--- src/core/spu_regs.svh ---
// Register offsets, field positions, reset values and command codes of the security unlock block.
`ifndef SPU_REGS_SVH
`define SPU_REGS_SVH

// ----------------------------------------------------------------------------
// Register byte offsets on the AHB-Lite slave
// ----------------------------------------------------------------------------
`define SPU_OFF_CMD 12'h000
`define SPU_OFF_DATA 12'h004
`define SPU_OFF_STATUS 12'h008
`define SPU_OFF_CTRL 12'h00c
`define SPU_OFF_IRQ_STAT 12'h010
`define SPU_OFF_IRQ_MASK 12'h014

// ----------------------------------------------------------------------------
// Command opcodes, two aliases each
// ----------------------------------------------------------------------------
`define SPU_OP_SETPW_A 8'hba
`define SPU_OP_SETPW_B 8'hf1
`define SPU_OP_UNLOCK_A 8'hbb
`define SPU_OP_UNLOCK_B 8'hf2
`define SPU_OP_FREEZE_A 8'hbe
`define SPU_OP_FREEZE_B 8'hf5

// ----------------------------------------------------------------------------
// Sector layout and counter values
// ----------------------------------------------------------------------------
`define SPU_SECTOR_WORDS 9'h100
`define SPU_PW_FIRST 9'h001
`define SPU_PW_LAST 9'h010
`define SPU_CW_ID_BIT 0
`define SPU_CW_LEVEL_BIT 8
`define SPU_TRIES_INIT 3'h5

// ----------------------------------------------------------------------------
// Status register bits and control register bits
// ----------------------------------------------------------------------------
`define SPU_ST_ERR 0
`define SPU_ST_DRQ 3
`define SPU_ST_DRDY 6
`define SPU_ST_BSY 7
`define SPU_ER_ABRT 10
`define SPU_CTRL_SUPPORTED 0
`define SPU_CTRL_LOCK_AT_BOOT 1

// Interrupt status bits: command done and command aborted.
`define SPU_IRQ_DONE 0
`define SPU_IRQ_ABORT 1

`endif

--- src/core/spu_pkg.sv ---
// Types shared by the security unlock block.
package spu_pkg;
    // Command handling states.
    typedef enum logic [1:0] {SPU_IDLE, SPU_XFER, SPU_EXEC} spu_state_t;
    // Which security command is in progress.
    typedef enum logic [1:0] {SPU_CMD_NONE, SPU_CMD_SETPW, SPU_CMD_UNLOCK} spu_cmd_t;
endpackage

--- src/core/spu_core.sv ---
// Security password and unlock command interpreter with an AHB-Lite register slave.
`timescale 1ns/10ps
`include "spu_regs.svh"

// Notes on behaviour
// - Set-password opcodes BAh/F1h, one data sector.
// - Abort set-password if unsupported, locked, frozen.
// - User high: store, lock next boot, both unlock.
// - User maximum: store, only user password unlocks.
// - Master identifier: store master, no lock enable.
// - Unlock opcodes BBh/F2h, same sector layout.
// - Abort unlock if unsupported or frozen.
// - Master unlock at high compares master password.
// - Master unlock at maximum is rejected.
// - User unlock compares user password.
// - Mismatch aborts and decrements attempt counter.
// - Counter starts five, decrements on locked mismatch.
// - Counter zero aborts unlock until reset.
// - Unlock while unlocked leaves counter unchanged.
// - Freeze lock rejects set-password and unlock until power off.
module spu_core
    import spu_pkg::*;
(
    // Clock and reset.
    input wire logic clk,
    input wire logic rst_n,
    // AHB-Lite slave.
    input wire logic hsel,
    input wire logic [31:0] haddr,
    input wire logic [1:0] htrans,
    input wire logic hwrite,
    input wire logic [2:0] hsize,
    input wire logic hready,
    input wire logic [31:0] hwdata,
    output logic [31:0] hrdata,
    output logic hreadyout,
    output logic hresp,
    // Interrupt and lock state.
    output logic irq,
    output logic locked
);

    // ------------------------------------------------------------------------
    // Reset synchroniser
    // ------------------------------------------------------------------------
    logic rst_meta; // First stage, read only by the second.
    logic rst_sync_n; // Released reset used everywhere else.

    // Assert at once, release after two edges.
    always_ff @(posedge clk or negedge rst_n) begin
        if (!rst_n) begin
            rst_meta <= 1'b0;
            rst_sync_n <= 1'b0;
        end else begin
            rst_meta <= 1'b1;
            rst_sync_n <= rst_meta;
        end
    end

    // ------------------------------------------------------------------------
    // Bus address phase capture
    // ------------------------------------------------------------------------
    logic dp_valid; // A transfer is in its data phase.
    logic dp_write; // The data phase is a write.
    logic [11:0] dp_addr; // Word address of the data phase.
    logic wr_cmd, wr_data, wr_ctrl, wr_istat, wr_imask; // Decoded register write strobes.

    // Every transfer is answered with zero wait states; hready is always high here.
    always_ff @(posedge clk or negedge rst_sync_n) begin
        if (!rst_sync_n) begin
            dp_valid <= 1'b0;
            dp_write <= 1'b0;
            dp_addr <= 12'h000;
        end else if (hready) begin
            dp_valid <= hsel && htrans[1];
            dp_write <= hwrite;
            dp_addr <= {haddr[11:2], 2'b00};
        end
    end

    assign wr_cmd = dp_valid && dp_write && (dp_addr == `SPU_OFF_CMD);
    assign wr_data = dp_valid && dp_write && (dp_addr == `SPU_OFF_DATA);
    assign wr_ctrl = dp_valid && dp_write && (dp_addr == `SPU_OFF_CTRL);
    assign wr_istat = dp_valid && dp_write && (dp_addr == `SPU_OFF_IRQ_STAT);
    assign wr_imask = dp_valid && dp_write && (dp_addr == `SPU_OFF_IRQ_MASK);
    // Reads need no strobe here: read data is registered from the address phase.

    // Slave is always ready and always answers OKAY.
    always_ff @(posedge clk or negedge rst_sync_n) begin
        if (!rst_sync_n) begin
            hreadyout <= 1'b1;
            hresp <= 1'b0;
        end else begin
            hreadyout <= 1'b1;
            hresp <= 1'b0;
        end
    end

    // ------------------------------------------------------------------------
    // Security state
    // ------------------------------------------------------------------------
    spu_state_t state; // Command sequencer state.
    spu_cmd_t cmd; // Command being run.
    logic [8:0] word_idx; // Sector word being received.
    logic [15:0] ctrl_word; // Captured control word of the sector.
    logic [15:0] pw_in [1:16]; // Password received with the sector.
    logic [15:0] pw_user [1:16]; // Stored user password.
    logic [15:0] pw_master [1:16]; // Stored master password.
    logic level_max; // Stored security level, 1 for maximum.
    logic lock_enable; // Lock takes effect from next power-on.
    logic frozen; // Frozen mode, left only by reset.
    logic [2:0] tries; // Remaining unlock attempts.
    logic supported; // Software enable for the feature set.
    logic st_err, st_abrt, st_drq, st_bsy; // Task-file status bits.
    logic [1:0] irq_stat, irq_mask;
    logic match_user, match_master;
    logic ev_done, ev_abort; // One-cycle completion events.

    // Password comparators over the sixteen words.
    always_comb begin
        match_user = 1'b1;
        match_master = 1'b1;
        for (int i = 1; i <= 16; i++) begin
            if (pw_in[i] != pw_user[i]) match_user = 1'b0;
            if (pw_in[i] != pw_master[i]) match_master = 1'b0;
        end
    end

    // Software enable of the feature; lock_at_boot is acted on by the sequencer on a control write while idle once lock_enable is set.
    always_ff @(posedge clk or negedge rst_sync_n) begin
        if (!rst_sync_n) begin
            supported <= 1'b1;
        end else if (wr_ctrl) begin
            supported <= hwdata[`SPU_CTRL_SUPPORTED];
        end
    end

    // Password store; it stands in for non-volatile memory and is not reset-cleared.
    always_ff @(posedge clk) begin
        if (state == SPU_XFER && wr_data && word_idx >= `SPU_PW_FIRST
                && word_idx <= `SPU_PW_LAST) begin
            pw_in[word_idx[4:0]] <= hwdata[15:0];
        end
        if (state == SPU_EXEC && cmd == SPU_CMD_SETPW) begin
            for (int i = 1; i <= 16; i++) begin
                if (ctrl_word[`SPU_CW_ID_BIT]) begin
                    pw_master[i] <= pw_in[i];
                end else begin
                    pw_user[i] <= pw_in[i];
                end
            end
        end
    end

    // Command sequencer, lock, freeze and attempt counter.
    always_ff @(posedge clk or negedge rst_sync_n) begin
        if (!rst_sync_n) begin
            state <= SPU_IDLE;
            cmd <= SPU_CMD_NONE;
            word_idx <= 9'h000;
            ctrl_word <= 16'h0000;
            level_max <= 1'b0;
            lock_enable <= 1'b0;
            locked <= 1'b0;
            frozen <= 1'b0;
            tries <= `SPU_TRIES_INIT;
            st_err <= 1'b0;
            st_abrt <= 1'b0;
            st_drq <= 1'b0;
            st_bsy <= 1'b0;
            ev_done <= 1'b0;
            ev_abort <= 1'b0;
        end else begin
            ev_done <= 1'b0;
            ev_abort <= 1'b0;
            unique case (state)
                SPU_IDLE: begin
                    if (wr_cmd) begin
                        st_err <= 1'b0;
                        st_abrt <= 1'b0;
                        word_idx <= 9'h000;
                        if (hwdata[7:0] == `SPU_OP_SETPW_A || hwdata[7:0] == `SPU_OP_SETPW_B) begin
                            if (!supported || locked || frozen) begin
                                st_err <= 1'b1;
                                st_abrt <= 1'b1;
                                ev_abort <= 1'b1;
                            end else begin
                                cmd <= SPU_CMD_SETPW;
                                st_drq <= 1'b1;
                                state <= SPU_XFER;
                            end
                        end else if (hwdata[7:0] == `SPU_OP_UNLOCK_A
                                || hwdata[7:0] == `SPU_OP_UNLOCK_B) begin
                            if (!supported || frozen || tries == 3'h0) begin
                                st_err <= 1'b1;
                                st_abrt <= 1'b1;
                                ev_abort <= 1'b1;
                            end else begin
                                cmd <= SPU_CMD_UNLOCK;
                                st_drq <= 1'b1;
                                state <= SPU_XFER;
                            end
                        end else if (hwdata[7:0] == `SPU_OP_FREEZE_A
                                || hwdata[7:0] == `SPU_OP_FREEZE_B) begin
                            if (!supported || locked) begin
                                st_err <= 1'b1;
                                st_abrt <= 1'b1;
                                ev_abort <= 1'b1;
                            end else begin
                                frozen <= 1'b1;
                                ev_done <= 1'b1;
                            end
                        end else begin
                            // Other opcodes belong to other blocks and are aborted here.
                            st_err <= 1'b1;
                            st_abrt <= 1'b1;
                            ev_abort <= 1'b1;
                        end
                    end
                end
                SPU_XFER: begin
                    // Exactly one sector of 256 words is taken, one word per write.
                    if (wr_data) begin
                        if (word_idx == 9'h000) ctrl_word <= hwdata[15:0];
                        word_idx <= word_idx + 9'h001;
                        if (word_idx == `SPU_SECTOR_WORDS - 9'h001) begin
                            st_drq <= 1'b0;
                            st_bsy <= 1'b1;
                            state <= SPU_EXEC;
                        end
                    end
                end
                SPU_EXEC: begin
                    st_bsy <= 1'b0;
                    state <= SPU_IDLE;
                    if (cmd == SPU_CMD_SETPW) begin
                        if (!ctrl_word[`SPU_CW_ID_BIT]) begin
                            level_max <= ctrl_word[`SPU_CW_LEVEL_BIT];
                            lock_enable <= 1'b1;
                        end
                        ev_done <= 1'b1;
                    end else if (!locked) begin
                        ev_done <= 1'b1;
                    end else if (ctrl_word[`SPU_CW_ID_BIT] ? (!level_max && match_master)
                            : match_user) begin
                        locked <= 1'b0;
                        ev_done <= 1'b1;
                    end else begin
                        tries <= tries - 3'h1;
                        st_err <= 1'b1;
                        st_abrt <= 1'b1;
                        ev_abort <= 1'b1;
                    end
                    cmd <= SPU_CMD_NONE;
                end
            endcase
            // A write of lock_at_boot stands in for the power-on that arms the lock.
            if (wr_ctrl && hwdata[`SPU_CTRL_LOCK_AT_BOOT] && lock_enable && state == SPU_IDLE) begin
                locked <= 1'b1;
            end
        end
    end

    // ------------------------------------------------------------------------
    // Interrupts: sticky status, write one to clear, set wins
    // ------------------------------------------------------------------------
    always_ff @(posedge clk or negedge rst_sync_n) begin
        if (!rst_sync_n) begin
            irq_stat <= 2'b00;
            irq_mask <= 2'b00;
            irq <= 1'b0;
        end else begin
            irq_stat <= (irq_stat & ~(wr_istat ? hwdata[1:0] : 2'b00))
                | {ev_abort, ev_done};
            if (wr_imask) irq_mask <= hwdata[1:0];
            irq <= |(irq_stat & irq_mask);
        end
    end

    // ------------------------------------------------------------------------
    // Read data: loaded for the data phase of a read, held otherwise
    // ------------------------------------------------------------------------
    always_ff @(posedge clk or negedge rst_sync_n) begin
        if (!rst_sync_n) begin
            hrdata <= 32'h0000_0000;
        end else if (hready && hsel && htrans[1] && !hwrite) begin
            unique case ({haddr[11:2], 2'b00})
                `SPU_OFF_STATUS: hrdata <= {16'h0000, 5'h00, st_abrt, 2'b00,
                    st_bsy, 1'b1, 2'b00, st_drq, 2'b00, st_err};
                // The counter sits in the low bits so software reads it without a shift.
                `SPU_OFF_CTRL: hrdata <= {24'h00_0000, frozen, locked, level_max,
                    lock_enable, 1'b0, tries};
                `SPU_OFF_IRQ_STAT: hrdata <= {30'h0, irq_stat};
                `SPU_OFF_IRQ_MASK: hrdata <= {30'h0, irq_mask};
                default: hrdata <= 32'h0000_0000;
            endcase
        end
    end

endmodule // spu_core

--- config.mk ---
export PLATFORM = sky130hd
export DESIGN_NAME = spu_core
export DESIGN_NICKNAME = d
export VERILOG_FILES = /design/src/core/spu_pkg.sv /design/src/core/spu_core.sv
export VERILOG_INCLUDE_DIRS = /design/src /design/src/core
export SDC_FILE = /design/constraint.sdc
export NUM_CORES = 1
export LEC_CHECK = 0
export BUFFER_PORTS_ARGS = -buffer_cell sky130_fd_sc_hd__buf_4
export CORE_MARGIN = 5
export CORE_UTILIZATION = 45
export CTS_CLUSTER_DIAMETER = 100
export DETAILED_ROUTE_END_ITERATION = 12
export SETUP_SLACK_MARGIN = 0.2
export SYNTH_ARGS = -nofsm -noshare
export SYNTH_HDL_FRONTEND = slang
export SYNTH_SLANG_ARGS = --single-unit
export TNS_END_PERCENT = 20
--- constraint.sdc ---
create_clock -name clk -period 4.5 [get_ports clk]
set_clock_uncertainty 0.2 [all_clocks]
set_input_delay 0.9 -clock clk [delete_from_list [all_inputs] [get_ports clk]]
set_output_delay 0.9 -clock clk [all_outputs]
set_load 0.005 [all_outputs]
Word level (Yosys, flattened, before mapping)
Memory sizes are Yosys's and may differ from the RTL's.
Cells that the tools add are included.
{"block": "totals", "reg_bits": 86, "latchBits": 0, "ram_bits": 768, "mem_bits_ro": 0, "in_bits": 74, "out_inout_bits": 36, "word_cells": 247, "n_memories": 3}
{"name": "pw_in", "depth": 16, "word_bits": 16, "rd": 16, "rd_clocked_by_memory_dff": 0, "write_ports": 1, "line": "spu_core.sv:106", "rtl": "logic [15:0] pw_in [1:16];"}
{"name": "pw_master", "depth": 16, "word_bits": 16, "rd": 16, "rd_clocked_by_memory_dff": 0, "write_ports": 16, "line": "spu_core.sv:108", "rtl": "logic [15:0] pw_master [1:16];"}
{"name": "pw_user", "depth": 16, "word_bits": 16, "rd": 16, "rd_clocked_by_memory_dff": 0, "write_ports": 16, "line": "spu_core.sv:107", "rtl": "logic [15:0] pw_user [1:16];"}
{"block": "classes", "n_addsub": 2, "n_mul": 0, "div_mod_pow": 0, "magnitude_cmp": 2, "eq_ne": 60, "shifts": 0, "mux": 98, "bitwise": 10, "n_reduce_logical": 48}
{"operator": "$ne 16x16->1", "count": 32}
{"operator": "$mux 1", "count": 75}
{"operator": "$eq 8x8->1 const B", "count": 6}
{"operator": "$pmux 11 s4", "count": 1}
{"operator": "$eq 10x3->1 const B", "count": 4}
{"operator": "$eq 10x2->1 const B", "count": 3}
{"operator": "$mux 2", "count": 12}
{"operator": "$logic_and 1x1->1", "count": 18}
{"operator": "$mux 9", "count": 2}
{"operator": "$pmux 9 s2", "count": 1}
{"operator": "$logic_not 12->1", "count": 1}
{"operator": "$reduce_and 3->1", "count": 4}
{"operator": "$reduce_and 6->1", "count": 2}
{"operator": "$eq 10x1->1 const B", "count": 1}
{"operator": "$ne 2x2->1 const B", "count": 5}
{"operator": "$pmux 1 s2", "count": 5}
{"operator": "$reduce_and 5->1", "count": 2}
{"operator": "$add 9x1->9 const B", "count": 1}
{"operator": "$eq 9x8->1 const B", "count": 1}
{"operator": "$ge 9x1->1 const B", "count": 1}
{"operator": "$le 9x5->1 const B", "count": 1}
{"operator": "$logic_not 9->1", "count": 1}
{"operator": "$ne 3x3->1 const B", "count": 3}
{"operator": "$reduce_bool 2->1", "count": 4}
{"operator": "other kinds (18)", "count": 34}

Longest topological paths before layout
An unclocked memory read counts as a cell.
{"block": "logic_depth", "depth_word": 25, "ltp_mapped": 9, "mapped_depth_nobuf": 9}

Least setup slack after synthesis
Ideal clock, no wire load.
{"block": "synth_path", "path_kind": "register to register", "startpoint": "reg state[0]", "endpoint": "reg level_max", "setup_ns": 0.161, "t_arrival_ns": 21.681, "setup_slack_ns": -17.543, "path_stages_with_launch": 6, "n_path_buf": 1, "cell_sequence": "dfrtp_1 -> inv_1 -> ha_1 -> clkbuf_1 -> nor3b_1 -> mux2_2"}
{"block": "synth_via", "elab_chain_len": 2}
{"item": "start, declared", "line": "spu_core.sv:102", "rtl": "spu_state_t state;"}
{"item": "start signal, assigned", "line": "spu_core.sv:158", "rtl": "state <= SPU_IDLE;"}
{"item": "start signal, assigned", "line": "spu_core.sv:190", "rtl": "state <= SPU_XFER;"}
{"item": "start signal, assigned", "line": "spu_core.sv:201", "rtl": "state <= SPU_XFER;"}
{"item": "$eq 2x2->1", "line": "spu_core.sv:176", "rtl": "unique case (state)"}
{"item": "$reduce_and 3->1 (no source line)"}
{"item": "end signal, assigned", "line": "spu_core.sv:238", "rtl": "level_max <= ctrl_word[`SPU_CW_LEVEL_BIT];"}
{"item": "end, declared", "line": "spu_core.sv:109", "rtl": "logic level_max;"}
Every way passes these cells.
A chain may end at the register's enable or synchronous reset.

==> results list <==
- TritonCTS clock tree: yes
* Hold wc startpoint: rst_meta
- Wire length of the first global-routing pass: 144100 microns
* TritonCTS Sinks: 824
- Entering global routing, the biggest net connects 141 pins.
- Of the available clock period, the critical path in the final layout requires 81.95%.
* Width of the chip: 278.8 microns
- Detailed placement finished with a half-perimeter wire length of 75070 microns.
* Mapped cell area: 32510 sq um
* Beginning of the critical path: pw_in[4][1]
* Number of top-level pins: 110
- The final layout contains routed wiring with a total length of 107100 microns.
* Time the worst path needs with I/O delays and setup: 3.688 ns
* Height of the die: 278.8 microns
* Number of distinct library cell variants in the gate-level netlist after synthesis: 65
* Outcome: finished clean
* Leak: 12.65 nW
- The number of antenna violations at the first check in global routing was 8.
* CTS root buf: sky130_fd_sc_hd__clkbuf_16
- GRT Resource Usage Total: 26.94%
- Dividing total power by cell area gives a power density of 414.9 nW/um^2.
* Detailed Routing Iterations Pass 1: 5
* Number of nets with antenna violations after detailed routing: 0
* Leading cell types in the layout, fill and taps excluded: sky130_fd_sc_hd__edfxtp_1, sky130_fd_sc_hd__inv_1, sky130_fd_sc_hd__xor2_1, sky130_fd_sc_hd__xnor2_1, sky130_fd_sc_hd__clkbuf_16
- Along the worst path, the maximum fanout reaches 4.
- Beginning of the worst register-to-register path: pw_in[4][1]
* Drt via density: 5.851
- The path with the worst hold slack has its endpoint at rst_sync_n.
- Among all flip-flop cells after synthesis, the most frequent one is sky130_fd_sc_hd__edfxtp_1.
* Cell depth of the worst flop-to-flop path: 8
* Number of DRC markers in iteration 0: 2615
- Register clock-pin slew on the reported worst setup and hold paths: 0.07 ns
* Resized cells post-CTS: 0
- Hold path cells: 0
* Relative contribution of combinational cells to total power: 1.1%
* Clock latency at the later pin of the worst-skew pair: 0.64 ns
* Largest vdd supply drop: 313.6 uV
- Number of fillers in the final layout: 5948
- For flop-to-flop paths, the worst setup slack is 0.81 ns.
- Input and output buffers added on the ports amount to 42.
* Synth warnings: 0
* Die Outline Area: 77720 sq um
* Count of vias placed by the detailed router: 18600
- Initial cell density of the core: 45.40%
* Element type at the critical path start: flop
- Hold Violations, Final: 0
- Share of cells above drive strength 1: 11.68%
- The share of the Yosys chip area taken by registers is 75.26%.
- Switching power as a share of total power: 20.36%
- Gate count of the mapped netlist: 1986
* Final setup fails: 0
- Total of flip-flops plus latches after synthesis: 824
- The number of hold buffers added after CTS was 1.
* Proportion of register bits with asynchronous set or reset after synthesis: 6.796%
- In this run the critical register-to-register path is captured at tries[2].
- Final layout net count: 2240
- Top Metal Used: met5
- For the pin with the worst max-slew slack, the measured transition is 1.135 ns.
* Kind of end point of the critical path: flop
- The clock passes through at most 3 buffers.
- Register area: 24470 sq um
* Clock network power share: 44.8%
- After detailed routing, the wire length on met1 is 42450 microns.
- Unrepaired setup endpoints after global routing: no
* Total DRC errors in the routed layout: 0
- Overall power of the completed layout: 15.38 mW
- Routed wire length on met2: 49560 microns
* Final max-slew violation count: 0
* Post-synth EDFFs: 768
- Tightest hold margin: 0.1529 ns
- The floorplan has 98 rows.
- The via count of the first global-routing pass came to 18070.
* Reg power frac: 54.1%
* Switching component of the power: 3.131 mW
* Multi-input logic area: 7268 sq um
* Post-CTS setup buffer count: 0
- Final weighted congestion in routability-driven placement: 1.016
- For the worst setup path, the data arrival time is 4.04 ns.
- At the worst endpoint, the required time is 4.85 ns.
* Maximum clock rate: 0.2712 GHz
- Dividing the detail-routed wire length by the instance count gives 33.70 microns.
- Deepest level of the CTS H-tree: 3
- Layout Utilization: 51.77%
- Number of buffers added by the clock tree synthesis step: 86
- Compared with the post-synthesis result, the final layout area differs by 14.04%.
- After synthesis, the mean cell area works out to 16.37 sq um.
- Critical path start-end classification: reg2reg
- Total overflow reported by the global router: 0
- The tool flagged a number of max-cap violations equal to 0.
* Total core area: 71610 sq um
* Leading cell type in the layout, fill and taps excluded: sky130_fd_sc_hd__edfxtp_1
* Cell internal pwr: 12.25 mW
- Met3 wire len: 10560 microns
- In this run the tightest slew margin relative to its limit is 23.64%.
- Hold Crit Class: reg2reg
==> power by group through the flow <==
stage / Clock, mW / Sequential, mW / Combinational [mW]
after floorplan: 0 / 8.49 / 0.0507
after detailed placement: 0 / 8.48 / 0.168
after global routing: 7.32 / 8.32 / 0.178
after global placement: 0 / 8.48 / 0.166
final: 6.89 / 8.32 / 0.169
after CTS: 6.98 / 8.32 / 0.170
==> worst max-delay path by stage <==
stage | to | slack, ns
4_1_cts | pw_in[8][11] | 0.82
3_3_place_gp | tries[2] | 0.94
5_1_grt | pw_in[8][13] | 0.66
2_1_floorplan | level_max | -3.73
3_5_place_dp | pw_in[8][13] | 0.86
6_report | tries[2] | 0.81
==> sequential cells by signal, indices dropped and copies added (netlist names), 2 cells and up <==
name       flops
ctrl_word      2
word_idx       9
pw_master    256
tries          3
dp_addr       10
state          2
hrdata         9
pw_in        256
irq_stat       2
pw_user      256
cmd            2
irq_mask       2
==> Yosys cell counts (9+ instances only) <==
| cell | number | area share, % |
|---|---|---|
| sky130_fd_sc_hd__edfxtp_1 | 768 | 71 |
| sky130_fd_sc_hd__inv_1 | 181 | 2.1 |
| sky130_fd_sc_hd__xor2_1 | 181 | 4.9 |
| sky130_fd_sc_hd__xnor2_1 | 115 | 3.1 |
| sky130_fd_sc_hd__nor4_1 | 86 | 1.7 |
| sky130_fd_sc_hd__nand2b_1 | 75 | 1.4 |
| sky130_fd_sc_hd__o22ai_1 | 64 | 1.2 |
| sky130_fd_sc_hd__nand4_1 | 57 | 1.1 |
| sky130_fd_sc_hd__dfrtp_1 | 53 | 4.1 |
| sky130_fd_sc_hd__nor2b_1 | 37 | 0.71 |
| sky130_fd_sc_hd__nand2_1 | 33 | 0.38 |
| sky130_fd_sc_hd__a22o_1 | 28 | 0.75 |
| sky130_fd_sc_hd__buf_4 | 25 | 0.58 |
| sky130_fd_sc_hd__o2bb2ai_1 | 25 | 0.67 |
| sky130_fd_sc_hd__nor2_1 | 22 | 0.25 |
| sky130_fd_sc_hd__o2111ai_1 | 22 | 0.59 |
| sky130_fd_sc_hd__o21ai_0 | 19 | 0.29 |
| sky130_fd_sc_hd__mux2_2 | 17 | 0.59 |
| sky130_fd_sc_hd__a221oi_1 | 16 | 0.43 |
| sky130_fd_sc_hd__nand3_1 | 15 | 0.23 |
| sky130_fd_sc_hd__a2111oi_0 | 13 | 0.35 |
| sky130_fd_sc_hd__ha_1 | 10 | 0.38 |
| sky130_fd_sc_hd__nor3_1 | 10 | 0.15 |
| sky130_fd_sc_hd__a2111o_1 | 9 | 0.31 |
| sky130_fd_sc_hd__a22oi_1 | 9 | 0.21 |
==> kinds of logic (layout without fill, tap and decap cells) <==
logic type / count (synthesis) / in the layout / synth area share [%]
buf+inv: 216 / 432 / 2.798
other cells: 2 / 28 / 0.02310
mux: 23 / 23 / 0.8121
simple gates: 378 / 378 / 7.078
xor+xnor: 296 / 296 / 7.975
compound gates: 237 / 237 / 5.665
flops: 824 / 824 / 75.26
fa+ha+maj: 10 / 10 / 0.3849
==> area by class of cell <==
type | count | area share, %
multi-input cells | 970 | 19.61
flip-flops and latches | 824 | 66.00
repair buffers | 92 | 2.072
clock buffers | 109 | 6.180
inverters | 182 | 1.846
diodes | 2 | 0.01350
well taps | 950 | 3.206
clock inverters | 49 | 1.073
==> critical path: stages (launching register included) <==
cell                       delay, ns
sky130_fd_sc_hd__edfxtp_1       0.40
sky130_fd_sc_hd__inv_1          0.22
sky130_fd_sc_hd__o221ai_1       0.32
sky130_fd_sc_hd__nor4_1         0.64
sky130_fd_sc_hd__nand4_1        0.32
sky130_fd_sc_hd__nor4_1         0.44
sky130_fd_sc_hd__nand4_1        0.41
sky130_fd_sc_hd__nand3_1        0.40
sky130_fd_sc_hd__mux2i_1        0.23
==> layer usage <==
layer | track usage [%] | up-vias
met1 | 36.42 | 9580
met3 | 6.839 | 166
met4 | 10.32 | 4
met2 | 42.50 | 987
li1 | - | 7859
met5 | 0 | -
==> per-stage QoR <==
stage | cell area [sq um] | worst slack (ns) | cells | TNS [ns]
5_1_grt | 37070 | 0.6621 | 3176 | 0
2_1_floorplan | 32610 | -3.731 | 2010 | -1649.61
4_1_cts | 37070 | 0.8221 | 3176 | 0
6_report | 37070 | 0.8124 | 3178 | 0
3_3_place_gp | 34370 | 0.9402 | 3017 | 0
3_5_place_dp | 34370 | 0.8622 | 3017 | 0
(Power assumes the default switching activity.)
